--- config.mk ---
export PLATFORM = sky130hd
export DESIGN_NAME = dtsr_regfile
export DESIGN_NICKNAME = d
export VERILOG_FILES = /design/src/dtsr_pkg.sv /design/src/dtsr_filt_if.sv /design/src/dtsr_regfile.sv /design/src/dtsr_boost_filter.sv
export SDC_FILE = /design/constraint.sdc
export NUM_CORES = 1
export LEC_CHECK = 0
export ABC_CLOCK_PERIOD_IN_PS = 7180
export BUFFER_PORTS_ARGS = -buffer_cell sky130_fd_sc_hd__buf_2
export CAP_MARGIN = 40
export CORE_MARGIN = 8
export CORE_UTILIZATION = 58
export DETAILED_ROUTE_END_ITERATION = 7
export HOLD_SLACK_MARGIN = 0.08
export PLACE_DENSITY = 0.85
export SLEW_MARGIN = 15
export SYNTH_ARGS = -nofsm -noshare
export SYNTH_HDL_FRONTEND = slang
export SYNTH_SLANG_ARGS = --single-unit
--- constraint.sdc ---
create_clock -name clk_sys_i -period 7.18 [get_ports clk_sys_i]
set_clock_uncertainty 0.2 [all_clocks]
set_input_delay 2.154 -clock clk_sys_i [delete_from_list [all_inputs] [get_ports clk_sys_i]]
set_output_delay 2.154 -clock clk_sys_i [all_outputs]
set_load 0.005 [all_outputs]
--- src/dtsr_pkg.sv ---
// Purpose: shared constants for the driver threshold and edge-rate register file
// Assumes: 16-bit registers reached at their printed 10-bit offsets
// Notes: storage index 0..6 maps to the offsets below in table order
package dtsr_pkg;

    localparam int unsigned ADDR_W = 10;
    localparam int unsigned DATA_W = 16;
    localparam int unsigned NREG = 7;
    localparam int unsigned NUC = 4;
    localparam int unsigned NHS = 5;
    localparam int unsigned NLS = 7;
    localparam int unsigned FLT_LEN_W = 12;

    // clock period of the filter time base
    localparam int unsigned TCK_NS = 10;

    localparam logic [9:0] HS_DRAIN_SOURCE_LIMITS_OFS = 10'h18a;
    localparam logic [9:0] HS_SOURCE_LIMITS_OFS = 10'h18b;
    localparam logic [9:0] LS_DRAIN_SOURCE_LIMITS_LOW_OFS = 10'h18c;
    localparam logic [9:0] LS_DRAIN_SOURCE_LIMITS_HIGH_OFS = 10'h18d;
    localparam logic [9:0] HS_EDGE_RATES_OFS = 10'h18e;
    localparam logic [9:0] LS_EDGE_RATES_OFS = 10'h18f;
    localparam logic [9:0] BOOST_FEEDBACK_FILTER_SETUP_OFS = 10'h19d;

    localparam logic [2:0] IDX_HS_DS = 3'h0;
    localparam logic [2:0] IDX_HS_SRC = 3'h1;
    localparam logic [2:0] IDX_LS_DS_LO = 3'h2;
    localparam logic [2:0] IDX_LS_DS_HI = 3'h3;
    localparam logic [2:0] IDX_HS_EDGE = 3'h4;
    localparam logic [2:0] IDX_LS_EDGE = 3'h5;
    localparam logic [2:0] IDX_FILT = 3'h6;

    // writable bits per register, reserved bits read as zero
    localparam logic [15:0] WMASK [NREG] = '{16'h7fff, 16'h7fff, 16'h7fff, 16'h0007,
                                            16'h03ff, 16'hffff, 16'h1fff};
    localparam logic [15:0] RESET_VAL [NREG] = '{16'h0000, 16'h0000, 16'h0000, 16'h0000,
                                                16'h0000, 16'h0000, 16'h0001};

    localparam int unsigned THR_W = 3;
    localparam int unsigned EDGE_W = 2;
    localparam int unsigned FLT_KIND_BIT = 12;
    localparam int unsigned DCDC_FALL_LSB = 12;
    localparam int unsigned DCDC_RISE_LSB = 14;

endpackage

--- src/dtsr_filt_if.sv ---
// Purpose: carries filter setup and comparator levels between regfile and filter
// Assumes: single clock domain
// Notes: cfg side owns the setup, filt side owns the result
`timescale 1ns/10ps
interface dtsr_filt_if;
    logic [11:0] flt_len;
    logic flt_kind;
    logic sample;
    logic filtered;
    logic [11:0] count;

    modport cfg
    (
        output flt_len,
        output flt_kind,
        output sample,
        input filtered,
        input count
    );
    modport filt
    (
        input flt_len,
        input flt_kind,
        input sample,
        output filtered,
        output count
    );
endinterface

--- src/dtsr_regfile.sv ---
// Purpose: threshold, edge-rate and boost filter register file of the pre-driver controller
// Assumes: host and microcore requests are one-cycle strobes synchronous to clk_sys_i
// Notes: lock state, access grants and bootstrap overrides come from outside logic
`timescale 1ns/10ps
module dtsr_regfile
(
    input wire logic clk_sys_i, // system clock, 100 MHz
    input wire logic rst_n_i, // async reset, active low
    input wire logic host_wr_i, // host write strobe
    input wire logic host_rd_i, // host read strobe
    input wire logic [9:0] host_addr_i, // host register offset
    input wire logic [15:0] host_wdata_i, // host write data
    output logic [15:0] host_rdata_o, // host read data
    output logic host_rvalid_o, // read data valid pulse
    input wire logic uc_wr_i, // microcore backdoor write strobe
    input wire logic [1:0] uc_id_i, // requesting microcore
    input wire logic [9:0] uc_addr_i, // backdoor register offset
    input wire logic [15:0] uc_wdata_i, // backdoor write data
    output logic uc_done_o, // backdoor write accepted pulse
    output logic uc_reject_o, // backdoor write rejected pulse
    input wire logic cfg_lock_i, // lockable registers locked
    input wire logic [3:0][4:0] hs_output_access_grant_i, // per microcore high-side grants
    input wire logic [3:0][6:0] ls_output_access_grant_i, // per microcore low-side grants
    input wire logic [3:0] boost_dac_access_i, // per microcore boost converter grant
    input wire logic [4:0] bs_init_active_i, // bootstrap init per high-side
    input wire logic [14:0] bs_src_threshold_i, // init-phase source thresholds
    input wire logic boost_cmp_i, // raw boost comparator level
    output logic boost_fbk_o, // filtered boost comparator level
    output logic [14:0] hs_drain_source_threshold_o, // high-side drain-source thresholds
    output logic [14:0] hs_source_threshold_o, // effective high-side source thresholds
    output logic [17:0] ls_drain_source_threshold_o, // low-side drain-source thresholds
    output logic [9:0] hs_edge_rate_o, // high-side edge rates
    output logic [11:0] ls_edge_rate_o, // low-side 1..6 edge rates
    output logic [1:0] dcdc_lowside_driver_rise_o, // DC-DC driver rise rate
    output logic [1:0] dcdc_lowside_driver_fall_o // DC-DC driver fall rate
);

    ////////////////////////////////////////////////////////////////////////
    // decode and field-mask helpers

    function automatic logic [3:0] reg_decode(input logic [9:0] addr);
        logic [3:0] r;
        r = 4'h0;
        case (addr)
            dtsr_pkg::HS_DRAIN_SOURCE_LIMITS_OFS: r = {1'b1, dtsr_pkg::IDX_HS_DS};
            dtsr_pkg::HS_SOURCE_LIMITS_OFS: r = {1'b1, dtsr_pkg::IDX_HS_SRC};
            dtsr_pkg::LS_DRAIN_SOURCE_LIMITS_LOW_OFS: r = {1'b1, dtsr_pkg::IDX_LS_DS_LO};
            dtsr_pkg::LS_DRAIN_SOURCE_LIMITS_HIGH_OFS: r = {1'b1, dtsr_pkg::IDX_LS_DS_HI};
            dtsr_pkg::HS_EDGE_RATES_OFS: r = {1'b1, dtsr_pkg::IDX_HS_EDGE};
            dtsr_pkg::LS_EDGE_RATES_OFS: r = {1'b1, dtsr_pkg::IDX_LS_EDGE};
            dtsr_pkg::BOOST_FEEDBACK_FILTER_SETUP_OFS: r = {1'b1, dtsr_pkg::IDX_FILT};
            default: r = 4'h0;
        endcase
        return r;
    endfunction

    // bits of fields whose output (first + field number) is granted
    function automatic logic [15:0] grant_mask(input logic [6:0] g, input int unsigned width,
                                               input int unsigned first, input int unsigned count);
        logic [15:0] m;
        m = 16'h0000;
        for (int unsigned b = 0; b < 16; b++)
        begin
            if ((b / width) < count && g[first + (b / width)])
            begin
                m[b] = 1'b1;
            end
        end
        return m;
    endfunction

    ////////////////////////////////////////////////////////////////////////
    logic [15:0] cfg_q [dtsr_pkg::NREG];
    logic [15:0] uc_mask;
    logic [3:0] host_dec;
    logic [3:0] uc_dec;
    logic [6:0] hs_g;
    logic [6:0] ls_g;
    logic uc_locked;
    logic uc_ok;
    logic [14:0] src_eff;
    logic [15:0] rd_val;

    assign host_dec = reg_decode(host_addr_i);
    assign uc_dec = reg_decode(uc_addr_i);
    assign hs_g = {2'b00, hs_output_access_grant_i[uc_id_i]};
    assign ls_g = ls_output_access_grant_i[uc_id_i];
    // only the filter setup is lockable
    assign uc_locked = cfg_lock_i && uc_dec[2:0] == dtsr_pkg::IDX_FILT;
    assign uc_ok = uc_wr_i && uc_dec[3] && !uc_locked;

    always_comb
    begin
        case (uc_dec[2:0])
            dtsr_pkg::IDX_HS_DS: uc_mask = grant_mask(hs_g, dtsr_pkg::THR_W, 0, 5);
            dtsr_pkg::IDX_HS_SRC: uc_mask = grant_mask(hs_g, dtsr_pkg::THR_W, 0, 5);
            dtsr_pkg::IDX_LS_DS_LO: uc_mask = grant_mask(ls_g, dtsr_pkg::THR_W, 0, 5);
            dtsr_pkg::IDX_LS_DS_HI: uc_mask = grant_mask(ls_g, dtsr_pkg::THR_W, 5, 1);
            dtsr_pkg::IDX_HS_EDGE: uc_mask = grant_mask(hs_g, dtsr_pkg::EDGE_W, 0, 5);
            // the DC-DC driver owns both top fields
            dtsr_pkg::IDX_LS_EDGE: uc_mask = grant_mask(ls_g, dtsr_pkg::EDGE_W, 0, 6)
                                           | {{4{ls_g[6]}}, 12'h000};
            dtsr_pkg::IDX_FILT: uc_mask = boost_dac_access_i[uc_id_i] ? 16'hffff : 16'h0000;
            default: uc_mask = 16'h0000;
        endcase
    end

    ////////////////////////////////////////////////////////////////////////
    // storage; host write wins over a same-cycle backdoor write to the same register

    always_ff @(posedge clk_sys_i or negedge rst_n_i)
    begin
        if (!rst_n_i)
        begin
            for (int i = 0; i < dtsr_pkg::NREG; i++)
            begin
                cfg_q[i] <= dtsr_pkg::RESET_VAL[i];
            end
        end
        else
        begin
            for (int i = 0; i < dtsr_pkg::NREG; i++)
            begin
                if (host_wr_i && host_dec[3] && host_dec[2:0] == 3'(i)
                    && !(cfg_lock_i && 3'(i) == dtsr_pkg::IDX_FILT))
                begin
                    cfg_q[i] <= host_wdata_i & dtsr_pkg::WMASK[i];
                end
                else if (uc_ok && uc_dec[2:0] == 3'(i))
                begin
                    cfg_q[i] <= (cfg_q[i] & ~(uc_mask & dtsr_pkg::WMASK[i]))
                              | (uc_wdata_i & uc_mask & dtsr_pkg::WMASK[i]);
                end
            end
        end
    end

    always_ff @(posedge clk_sys_i or negedge rst_n_i)
    begin
        if (!rst_n_i)
        begin
            uc_done_o <= 1'b0;
            uc_reject_o <= 1'b0;
        end
        else
        begin
            uc_done_o <= uc_ok;
            uc_reject_o <= uc_wr_i && !uc_ok;
        end
    end

    ////////////////////////////////////////////////////////////////////////
    // effective source thresholds: bootstrap init masks the stored value per driver

    always_comb
    begin
        for (int h = 0; h < dtsr_pkg::NHS; h++)
        begin
            src_eff[h*3 +: 3] = bs_init_active_i[h] ? bs_src_threshold_i[h*3 +: 3]
                                                    : cfg_q[dtsr_pkg::IDX_HS_SRC][h*3 +: 3];
        end
    end

    always_comb
    begin
        if (host_dec[2:0] == dtsr_pkg::IDX_HS_SRC)
        begin
            rd_val = {1'b0, src_eff};
        end
        else
        begin
            rd_val = cfg_q[host_dec[2:0]];
        end
    end

    always_ff @(posedge clk_sys_i or negedge rst_n_i)
    begin
        if (!rst_n_i)
        begin
            host_rdata_o <= 16'h0000;
            host_rvalid_o <= 1'b0;
        end
        else
        begin
            host_rvalid_o <= host_rd_i;
            if (host_rd_i)
            begin
                // unmapped offsets read as zero
                host_rdata_o <= host_dec[3] ? rd_val : 16'h0000;
            end
        end
    end

    ////////////////////////////////////////////////////////////////////////
    // outputs toward the pre-drivers

    always_ff @(posedge clk_sys_i or negedge rst_n_i)
    begin
        if (!rst_n_i)
        begin
            hs_source_threshold_o <= 15'h0000;
        end
        else
        begin
            hs_source_threshold_o <= src_eff;
        end
    end

    assign hs_drain_source_threshold_o = cfg_q[dtsr_pkg::IDX_HS_DS][14:0];
    assign ls_drain_source_threshold_o = {cfg_q[dtsr_pkg::IDX_LS_DS_HI][2:0],
                                          cfg_q[dtsr_pkg::IDX_LS_DS_LO][14:0]};
    assign hs_edge_rate_o = cfg_q[dtsr_pkg::IDX_HS_EDGE][9:0];
    assign ls_edge_rate_o = cfg_q[dtsr_pkg::IDX_LS_EDGE][11:0];
    assign dcdc_lowside_driver_fall_o =
        cfg_q[dtsr_pkg::IDX_LS_EDGE][dtsr_pkg::DCDC_FALL_LSB +: dtsr_pkg::EDGE_W];
    assign dcdc_lowside_driver_rise_o =
        cfg_q[dtsr_pkg::IDX_LS_EDGE][dtsr_pkg::DCDC_RISE_LSB +: dtsr_pkg::EDGE_W];

    ////////////////////////////////////////////////////////////////////////
    // boost feedback filter

    dtsr_filt_if fif ();

    assign fif.flt_len = cfg_q[dtsr_pkg::IDX_FILT][11:0];
    assign fif.flt_kind = cfg_q[dtsr_pkg::IDX_FILT][dtsr_pkg::FLT_KIND_BIT];
    assign fif.sample = boost_cmp_i;
    assign boost_fbk_o = fif.filtered;

    dtsr_boost_filter u_filter
    (
        .clk_sys_i(clk_sys_i),
        .rst_n_i(rst_n_i),
        .fif(fif.filt)
    );
endmodule

--- src/dtsr_boost_filter.sv ---
// Purpose: digital glitch filter for the boost-voltage comparator feedback
// Assumes: comparator sample synchronous to clk_sys_i
// Notes: a sample counts as qualifying when it differs from the filtered level
`timescale 1ns/10ps
module dtsr_boost_filter
(
    input wire logic clk_sys_i, // system clock
    input wire logic rst_n_i, // async reset, active low
    dtsr_filt_if.filt fif // setup in, result out
);

    logic [11:0] count_q;
    logic filt_q;
    logic differs;

    assign differs = fif.sample != filt_q;
    assign fif.filtered = filt_q;
    assign fif.count = count_q;

    ////////////////////////////////////////////////////////////////////////
    always_ff @(posedge clk_sys_i or negedge rst_n_i)
    begin
        if (!rst_n_i)
        begin
            count_q <= 12'h000;
            filt_q <= 1'b0;
        end
        else if (differs)
        begin
            if (count_q >= fif.flt_len)
            begin
                filt_q <= fif.sample;
                count_q <= 12'h000;
            end
            else
            begin
                count_q <= count_q + 12'h001;
            end
        end
        else if (!fif.flt_kind)
        begin
            count_q <= 12'h000;
        end
        else if (count_q != 12'h000)
        begin
            // decrement mode tolerates isolated glitches instead of restarting
            count_q <= count_q - 12'h001;
        end
    end
endmodule

==> results of run 1 <==
power by group:
part | total, mW | switching (mW) | internal [mW]
Sequential | 0.818 | 0.0348 | 0.784
Combinational | 0.295 | 0.170 | 0.125
Clock | 0.965 | 0.333 | 0.631
cell type report:
class | count | area share
clock buffers | 22 | 0.0448
clock inverters | 9 | 0.0168
inverters | 30 | 0.0109
multi-input cells | 672 | 0.459
flip-flops and latches | 134 | 0.324
well taps | 188 | 0.0227
repair buffers | 237 | 0.122
registers in the layout, summed over array words and instances, names as in the netlist:
register / flops
cfg_q: 28
ls_drain_source_threshold_o: 18
host_rdata_o: 16
hs_drain_source_threshold_o: 15
hs_source_threshold_o: 15
ls_edge_rate_o: 12
u_filter.fif.count: 12
hs_edge_rate_o: 10
dcdc_lowside_driver_fall_o: 2
dcdc_lowside_driver_rise_o: 2
host_rvalid_o: 1
u_filter.fif.filtered: 1
uc_done_o: 1
uc_reject_o: 1
final timing paths:
path,startpoint,slack (ps),to,depth (start not counted)
max,uc_addr_i[4],2600,dcdc_lowside_driver_fall_o[1],7
min,host_rdata_o[2],290,host_rdata_o[2],2
max reg2reg,u_filter.fif.count[2],4110,u_filter.fif.count[10],7
min reg2reg,host_rdata_o[2],290,host_rdata_o[2],2
max in group asynchronous,rst_n_i,4520,cfg_q[0],2
min in group asynchronous,rst_n_i,1400,ls_drain_source_threshold_o[14],1
cell usage after synthesis, types with 3 or more instances:
library cell,n,area (µm²)
and2_1,5,31.3
a22o_1,5,43.8
a31oi_1,7,43.8
inv_1,30,113
nand2b_1,4,25.0
mux2i_1,82,821
and4_1,7,61.3
nand3_1,20,100
clkbuf_1,31,116
o21bai_1,3,22.5
ha_1,15,188
a21boi_0,3,22.5
a211oi_1,7,52.6
o21ai_1,8,40.0
nand4_1,6,37.5
dfrtp_1,133,3330
nor3b_1,7,52.6
a21o_1,7,52.6
a21oi_1,52,260
o2111ai_1,3,26.3
or3_1,4,25.0
nand2_1,79,297
nor3_1,14,70.1
buf_4,60,450
o32ai_1,4,35.0
and3_1,10,62.6
o21ai_0,65,325
nor2_1,95,357
mux2_2,24,270
nor2b_1,10,62.6
o22a_1,4,35.0
o22ai_1,20,125
nor4_1,6,37.5
buf_2,8,40.0
a221oi_1,16,140
nand4b_1,5,43.8
a221o_1,7,70.1
mux4_2,17,383
buf_1,5,18.8
or4_1,4,30.0
layer usage:
metal,track usage,routed length (µm),up-vias
met5,0,0,-
met4,0.118,1010,0
met3,0.0899,3360,90
met2,0.482,14100,592
met1,0.374,11100,4104
li1,-,-,3717
worst min-delay path: stages (launching register included):
cell and delay, ps:
dfrtp_1 340, a21oi_1 70, nand3_1 60
logic make-up (layout without fill, tap and decap cells):
logic type / count (synthesis) / count (layout)
fa+ha+maj: 15 / 15
simple gates: 295 / 295
flops: 134 / 134
xor+xnor: 4 / 4
buf+inv: 135 / 298
mux: 125 / 125
compound gates: 233 / 233
metrics by stage:
stage,utilization,area (µm²),power (mW)
after global routing,0.687,10400,2.14
after global placement,0.639,9640,1.11
final,0.687,10400,2.08
after floorplan,-,8860,1.00
after detailed placement,0.643,9710,1.12
after CTS,0.686,10300,2.07
==> summary.md, run 1 <==
| Metric | Value |
|---|---|
| Most common cell after layout, fill and taps aside | `buf_2` |
| Clock sinks | `134` |
| Unrepaired setup endpoints after global routing | `no` |
| Max Cap Violations | `0` |
| DRT iter0 DRCs | `834` |
| YS warnings | `0` |
| Mux share of post-synthesis cell area | `0.169` |
| Tot GR Track Use | `0.300` |
| Pre-CTS setup slack | `2260 ps` |
| Routed WL per cell | `22.9 µm` |
| Synth Register Bits | `134` |
| Die Ht | `140 µm` |
| Synth Area in XOR/XNOR | `0.00396` |
| Syn nets | `about 1100` |
| Post_cts resized | `0` |
| Final hold viol count | `0` |
| Share of synthesized registers carrying an async set or reset | `1.00` |
| Synthesized area | `8860 µm²` |
| Initial antenna violation count | `0` |
| Final ANT Viol Nets | `0` |
| CTS tree | `yes` |
| Critical Path Sink Type | `flip-flop` |
| Clock transition at path regs | `60 ps` |
| Fmax | `between 200 and 250 MHz` |
| # placed instances | `1260` |
| Top delay family on crit path | `simple AND/OR/NAND/NOR gates` |
| Core Area | `~15000 µm²` |
| Tmin final | `4580 ps` |
| Hold_ws | `between 200 and 300 ps` |
| Leak | `roughly 5 nW` |
| Final Max Tran Viols | `0` |
| Via-to-Cell Ratio | `6.58` |
| First-pass GRT wire length | `46200 µm` |
| Post-CTS setup buffer count | `0` |
| # setup viols final | `0` |
| Final WL | `29600 µm` |
| Setup crit start kind | `primary input` |
| Drt drc | `0` |
| Mean Syn Cell Area | `9.41 µm²` |
| Final period utilization | `0.638` |
| Critical path, cell by cell | `buf_2, and4bb_2, and2_1, nand4_1, a21oi_2, mux2i_1, o21ai_0` |
| FF+latch area | `3350 µm²` |
| Root Buffer | `clkbuf_16` |
| Post-Synth Simple-Gate Area | `0.167` |
| TritonCTS Buffers | `17` |
| Floorplan row count | `45` |
| Pwr Density | `201 nW/µm²` |
| Worst skew pair latency | `~430 ps` |
| Filler Cell Count | `1176` |
| Largest net degree at the start of global routing | `65` |
| Post-detail-place hpwl | `21600 µm` |
| Largest family of logic cells by synthesized area | `compound AO/OA/AOI/OAI gates` |
| Global route overflow | `0` |
| ANT cells | `0` |
| Port buffer count | `about 230` |
| Sequential-to-total area share from yosys stat | `0.379` |
| Worst endpoint data arrival time | `4690 ps` |
| Drt first pass iters | `8` |
| CP Data Required Time | `7280 ps` |
| CP max-delay cell | `a21oi_2` |
| Distinct cell type count after synthesis | `74` |
| Setup tns final | `0 ps` |
| Post-Synth Adder-Cell Area | `0.0212` |
| Footprint of the multi-input gates | `4750 µm²` |
| Die area | `19500 µm²` |
| Post-synth top flop | `dfrtp_1` |
| Routed vias | `8503` |
| Share of cells above drive strength 1 | `0.297` |
| Htree depth | `4` |
| Critical path buffers and inverters | `1` |
| Status | `finished, final reports clean` |
| Critical path type | `primary input to flip-flop` |
| Die width | `140 µm` |
| NumNets Final | `1240` |
| Peak VDD IR | `about 180 µV` |
| Initial core utilization | `0.587` |
| Vias in the first global route | `8320` |
| EDFF count, synth | `0` |
| Synth-to-Final Area Change | `17.0%` |
| Setup ws final | `2600 ps` |
| CTS max path bufs | `2` |
| Post-Layout Cell Count | `roughly 1300` |
| Io pins | `about 230` |
| GP Congestion | `0.934` |
| Worst-path fanout max | `11` |
| Slew HR | `0.402` |
| Gate Count Post-Synth | `941` |
| Worst Max-Slew Pin Slew | `884 ps` |
| Most frequent cells in the layout | `buf_2, dfrtp_1, nor2_1` |
| Min-delay worst type | `flip-flop to flip-flop` |
| CP max stage delay | `roughly 650 ps` |
| Synth Area in Compound Gates | `0.176` |
| Hold-fix buffers, CTS | `0` |
Power figures use the tool's default switching activity.
==> run 2: changes to the inputs <==
ABC_CLOCK_PERIOD_IN_PS = 4700   (was 7180)
CORE_UTILIZATION = 54   (was 58)
PLACE_DENSITY = 0.8   (was 0.85)
clock period = 4.7 ns   (was 7.18 ns; I/O delays follow)
==> summary.md, run 2 (synthesis gave the netlist of run 1 again) <==
| Metric | Value |
|---|---|
| Root Buffer | `clkbuf_16` |
| GP Congestion | `0.932 (-0.24%)` |
| Post-Layout Cell Count | `1335 (+3.3%)` |
| GRT busiest layer | `met2` |
| Share of cells above drive strength 1 | `0.305 (+0.00783)` |
| First-pass GRT wire length | `44300 µm (-4.1%)` |
| Largest net degree at the start of global routing | `86 (+32%)` |
| Status | `finished, final reports clean` |
| Met1 Resource Use GR | `0.360 (-0.0140)` |
| Worst endpoint data arrival time | `3850 ps (-840 ps)` |
| Routed vias | `8193 (-3.6%)` |
| Peak VDD IR | `284 µV (+62%)` |
| Slew HR | `0.482 (+0.0803)` |
| Setup crit start kind | `primary input` |
| GR Layer Usage met2 | `0.441 (-0.0413)` |
| Post-CTS setup buffer count | `0 (unchanged)` |
| Worst reg2reg path startpoint | `u_filter.fif.count[2]` |
| Die Ht | `144 µm (+3.2%)` |
| Total power | `3.01 mW (+45%)` |
| Post_cts resized | `0 (unchanged)` |
| Final hold viol count | `0 (unchanged)` |
| Clock network power share | `0.436 (-0.028)` |
| Global route overflow | `0 (unchanged)` |
| Final Max Tran Viols | `0 (unchanged)` |
| Largest Register | `cfg_q` |
| Clock sinks | `134 (unchanged)` |
| # setup viols final | `0 (unchanged)` |
| Final core utilization | `0.638 (-0.0490)` |
| Worst skew pair latency | `430 ps (about the same)` |
| R2r endpoint | `u_filter.fif.count[10]` |
| CTS max path bufs | `2 (unchanged)` |
| ANT cells | `0 (unchanged)` |
| Max Cap Violations | `0 (unchanged)` |
| # placed instances | `1303 (+3.4%)` |
| M3 GR Usage | `0.0657 (-0.0242)` |
| Final instance area | `10400 µm² (+0.25%)` |
| Drt first pass iters | `5 (-3)` |
| Sw Share | `0.276 (+0.0172)` |
| Synth-to-Final Area Change | `17.3%` |
| Die area | `20800 µm² (+6.5%)` |
| Die width | `144 µm (+3.2%)` |
| Via-to-Cell Ratio | `6.14 (-6.7%)` |
| Hold-fix buffers, CTS | `0 (unchanged)` |
| Io pins | `227 (unchanged)` |
| Tot GR Track Use | `0.278 (-0.0221)` |
| Initial antenna violation count | `0 (unchanged)` |
| Worst Max-Slew Pin Slew | `766 ps (-119 ps)` |
| Tmin final | `between 3000 and 4000 ps` |
| Reg2reg setup slack | `1650 ps (-2460 ps)` |
| CP Data Required Time | `4790 ps (-2490 ps)` |
| Max reg flops | `28 (unchanged)` |
| Vias in the first global route | `8037 (-3.4%)` |
| Clock transition at path regs | `60 ps (about the same)` |
| Core Area | `16300 µm² (+8.0%)` |
| Most common cell after layout, fill and taps aside | `buf_2` |
| Floorplan row count | `47 (+4.4%)` |
| Sequential share of power | `0.415 (+0.021)` |
| CP Launch Point | `uc_id_i[0]` |
| NumNets Final | `1250 (+0.81%)` |
| Min-delay worst type | `flip-flop to flip-flop` |
| Port buffer count | `226 (unchanged)` |
| Placed cell areas | `9810 µm² (+1.1%)` |
| Drt drc | `0 (unchanged)` |
| R2R cell count | `7 (unchanged)` |
| Critical Path Sink Type | `flip-flop` |
| Final WL | `28900 µm (-2.2%)` |
| CP Capture Point | `hs_drain_source_threshold_o[7]` |
| Unrepaired setup endpoints after global routing | `no` |
| TritonCTS Buffers | `17 (unchanged)` |
| Leak | `5.05 nW (about the same)` |
| Critical path type | `primary input to flip-flop` |
| Routed WL per cell | `21.7 µm (-5.3%)` |
| Worst-path fanout max | `15 (+4)` |
| CTS tree | `yes` |
| Combinational share of power | `0.149 (+0.007)` |
| Post-detail-place hpwl | `22000 µm (+2.0%)` |
| Final ANT Viol Nets | `0 (unchanged)` |
| Most frequent cells in the layout | `buf_2, dfrtp_1, nor2_1` |
| DRT iter0 DRCs | `734 (-12%)` |
| Fmax | `between 200 and 300 MHz` |
| Cell internal pwr | `2.18 mW (+42%)` |
| Final period utilization | `0.801` |
| Pwr Density | `290 nW/µm² (+45%)` |
| Setup tns final | `0 ps (unchanged)` |
| Htree depth | `4 (unchanged)` |
| Initial core utilization | `0.544 (-0.0432)` |
| NetSw | `0.832 mW (+55%)` |
-- run 2: worst max-delay path: stages --
cell and delay (ps):
buf_2 390, mux4_2 360, nor4b_2 530, a211oi_2 90, buf_4 200, a21oi_1 500, mux2i_1 250, o21ai_0 110
-- run 2: worst min-delay path by stage --
stage | cells after the start | end | start | slack [ps]
3_3_place_gp | 2 | host_rdata_o[2] | host_rdata_o[2] | 280
4_1_cts | 2 | host_rdata_o[2] | host_rdata_o[2] | 300
6_report | 2 | host_rdata_o[2] | host_rdata_o[2] | 300
3_5_place_dp | 2 | host_rdata_o[2] | host_rdata_o[2] | 290
2_1_floorplan | 1 | hs_source_threshold_o[2] | cfg_q[82] | 280
5_1_grt | 2 | host_rdata_o[2] | host_rdata_o[2] | 320
-- run 2: area by class of cell --
cell class                 instances  area [µm²]
clock buffer                      20         447
clock inverter                    12         129
fill                            1363        5900
inverter                          30         113
multi-input combinational        672        4750
sequential                       134        3350
tap                              220         275
timing repair buffer             247        1320
-- run 2: power by group through the flow --
stage	clock (mW)	combinational (mW)	sequential [mW]
global placement	0	0.433	1.27
floorplan	0	0.290	1.24
detailed placement	0	0.441	1.27
CTS	1.32	0.444	1.25
global route	1.37	0.493	1.26
finish	1.31	0.448	1.25
-- run 2: layer usage --
layer / part of all wire / vias up
met3: 0.10 / 52
met4: 0.030 / 0
met2: 0.47 / 454
li1: - / 3742
met5: 0 / -
met1: 0.40 / 3945
-- run 2: metrics by stage --
stage	hold slack (ps)	setup WS, ps
3_3_place_gp	280	583
5_1_grt	323	791
4_1_cts	298	967
3_5_place_dp	285	536
2_1_floorplan	284	845
6_report	300	933
==> run 3: changes to the inputs <==
ABC_CLOCK_PERIOD_IN_PS = 3300   (was 4700)
CORE_UTILIZATION = 49   (was 54)
PLACE_DENSITY = 0.77   (was 0.8)
clock period = 3.3 ns   (was 4.7 ns; I/O delays follow)
==> summary.md, run 3 (synthesis gave the netlist of run 1 again) <==
| Metric | Value |
|---|---|
| Clock sinks | `134 (unchanged)` |
| Fmax | `325 MHz` |
| Setup ws final | `219 ps (-715 ps)` |
| CP max-delay cell | `a211oi_2` |
| Slew HR | `0.475 (-0.00767)` |
| R2R cell count | `8 (+1)` |
| CTS tree | `yes` |
| NumNets Final | `1326 (+6.1%)` |
| Share of cells above drive strength 1 | `0.355 (+0.0502)` |
| Initial core utilization | `0.496 (-0.0473)` |
| Min-delay worst type | `flip-flop to flip-flop` |
| Tot GR Track Use | `0.265 (-0.0132)` |
| Worst endpoint data arrival time | `3180 ps (-670 ps)` |
| Final Max Tran Viols | `0 (unchanged)` |
| Initial antenna violation count | `0 (unchanged)` |
| Vias in the first global route | `8578 (+6.7%)` |
| Worst skew pair latency | `430 ps (about the same)` |
| Post-detail-place hpwl | `23200 µm (+5.4%)` |
| Synth-to-Final Area Change | `25.1%` |
| # setup viols final | `0 (unchanged)` |
| Clock transition at path regs | `60 ps (about the same)` |
| Worst hold stages | `2 (unchanged)` |
| Met1 wire length | `12100 µm (+4.3%)` |
| Most frequent cells in the layout | `buf_2, dfrtp_1, nor2_1` |
| TritonCTS Buffers | `17 (unchanged)` |
| Floorplan row count | `49 (+4.3%)` |
| Port buffer count | `226 (unchanged)` |
| Final WL | `29800 µm (+3.2%)` |
| DRT iter0 DRCs | `697 (-5.0%)` |
| Critical Path Sink Type | `flip-flop` |
| Htree depth | `4 (unchanged)` |
| Global route overflow | `0 (unchanged)` |
| Die Ht | `150 µm (+4.4%)` |
| Status | `finished, final reports clean` |
| Max Cap Violations | `0 (unchanged)` |
| Worst Max-Slew Pin Slew | `777 ps (+11.3 ps)` |
| Hold-fix buffers, CTS | `0 (unchanged)` |
| Final period utilization | `0.934` |
| Reg2reg setup slack | `400 ps (-1250 ps)` |
| Die width | `150 µm (+4.4%)` |
| CP Data Required Time | `3400 ps (-1390 ps)` |
| Hold_ws | `295 ps (-5.57 ps)` |
| Top sig layer | `met4` |
| Pwr Density | `403 nW/µm² (+39%)` |
| Peak VDD IR | `397 µV (+40%)` |
| Critical path type | `primary input to flip-flop` |
| Die area | `22600 µm² (+9.0%)` |
| Io pins | `227 (unchanged)` |
| # placed instances | `1388 (+6.5%)` |
| Drt first pass iters | `7 (+2)` |
| Setup tns final | `0 ps (unchanged)` |
| Filler Cell Count | `1488 (+9.2%)` |
| Pre-CTS setup slack | `-177 ps (-713 ps)` |
| Critical path, cell by cell | `buf_2, or3b_1, a211o_4, a211oi_2, a21boi_0, buf_4, mux2i_1, a21oi_1` |
| Routed WL per cell | `21.0 µm (-3.0%)` |
| Root Buffer | `clkbuf_16` |
| Max reg flops | `28 (unchanged)` |
| Routed vias | `8426 (+2.8%)` |
| Tmin final | `3080 ps` |
| Met2 Wirelength | `14000 µm (+3.4%)` |
| CP max stage delay | `580 ps (+50 ps)` |
| First-pass GRT wire length | `46700 µm (+5.2%)` |
| Post_cts resized | `0 (unchanged)` |
| Leak | `5.45 nW (+8.0%)` |
| Most common cell after layout, fill and taps aside | `buf_2` |
| Setup crit start kind | `primary input` |
| Final core utilization | `0.621 (-0.0166)` |
| Met3 routed WL | `2670 µm (-11%)` |
| Largest Register | `cfg_q` |
| Final hold viol count | `0 (unchanged)` |
| Worst-path fanout max | `9 (-6)` |
| Via-to-Cell Ratio | `5.93 (-3.3%)` |
| CTS max path bufs | `2 (unchanged)` |
| Largest net degree at the start of global routing | `67 (-22%)` |
| GP Congestion | `0.962 (+3.3%)` |
| Post-CTS setup buffer count | `0 (unchanged)` |
| Core Area | `17800 µm² (+9.5%)` |
| Final ANT Viol Nets | `0 (unchanged)` |
| ANT cells | `0 (unchanged)` |
| Drt drc | `0 (unchanged)` |
| Unrepaired setup endpoints after global routing | `no` |
| Post-Layout Cell Count | `1420 (+6.4%)` |
==> run 3: worst max-delay path: cells and delay by family <==
family	cells	cell delay, ps
compound gates	4	1220
buf+inv	2	290
mux	1	150
simple gates	1	520
==> run 3: power breakdown <==
part / internal (mW) / total, mW / switching [mW]
Combinational: 0.305 / 0.681 / 0.376
Sequential: 1.70 / 1.78 / 0.0807
Clock: 1.24 / 2.00 / 0.765
==> run 3: cell type report <==
type                       count  area [µm²]  area share
clock buffer                  19         453      0.0409
clock inverter                13         170      0.0154
inverter                      30         113      0.0102
multi-input combinational    672        4770       0.431
sequential                   134        3350       0.303
tap                          229         287      0.0259
timing repair buffer         323        1930       0.174
==> run 3: routing by layer <==
layer | up-vias | global-route usage
met5 | - | 0
met3 | 87 | 0.0550
met1 | 4042 | 0.335
li1 | 3891 | -
met4 | 0 | 0.123
met2 | 406 | 0.428
==> run 3: path summary, 6_finish.rpt <==
path | from | to
worst min register to register | host_rdata_o[2] | host_rdata_o[2]
worst max register to register | u_filter.fif.count[2] | u_filter.fif.count[11]
min in group asynchronous | rst_n_i | hs_drain_source_threshold_o[1]
worst max-delay path | uc_addr_i[5] | cfg_q[87]
max in group asynchronous | rst_n_i | host_rdata_o[7]
worst min-delay path | host_rdata_o[2] | host_rdata_o[2]
==> run 3: per-stage QoR <==
stage	area, µm²	power (mW)
global route	11100	4.64
floorplan	8900	2.19
finish	11100	4.47
global placement	10500	2.46
CTS	11100	4.47
detailed placement	10500	2.48
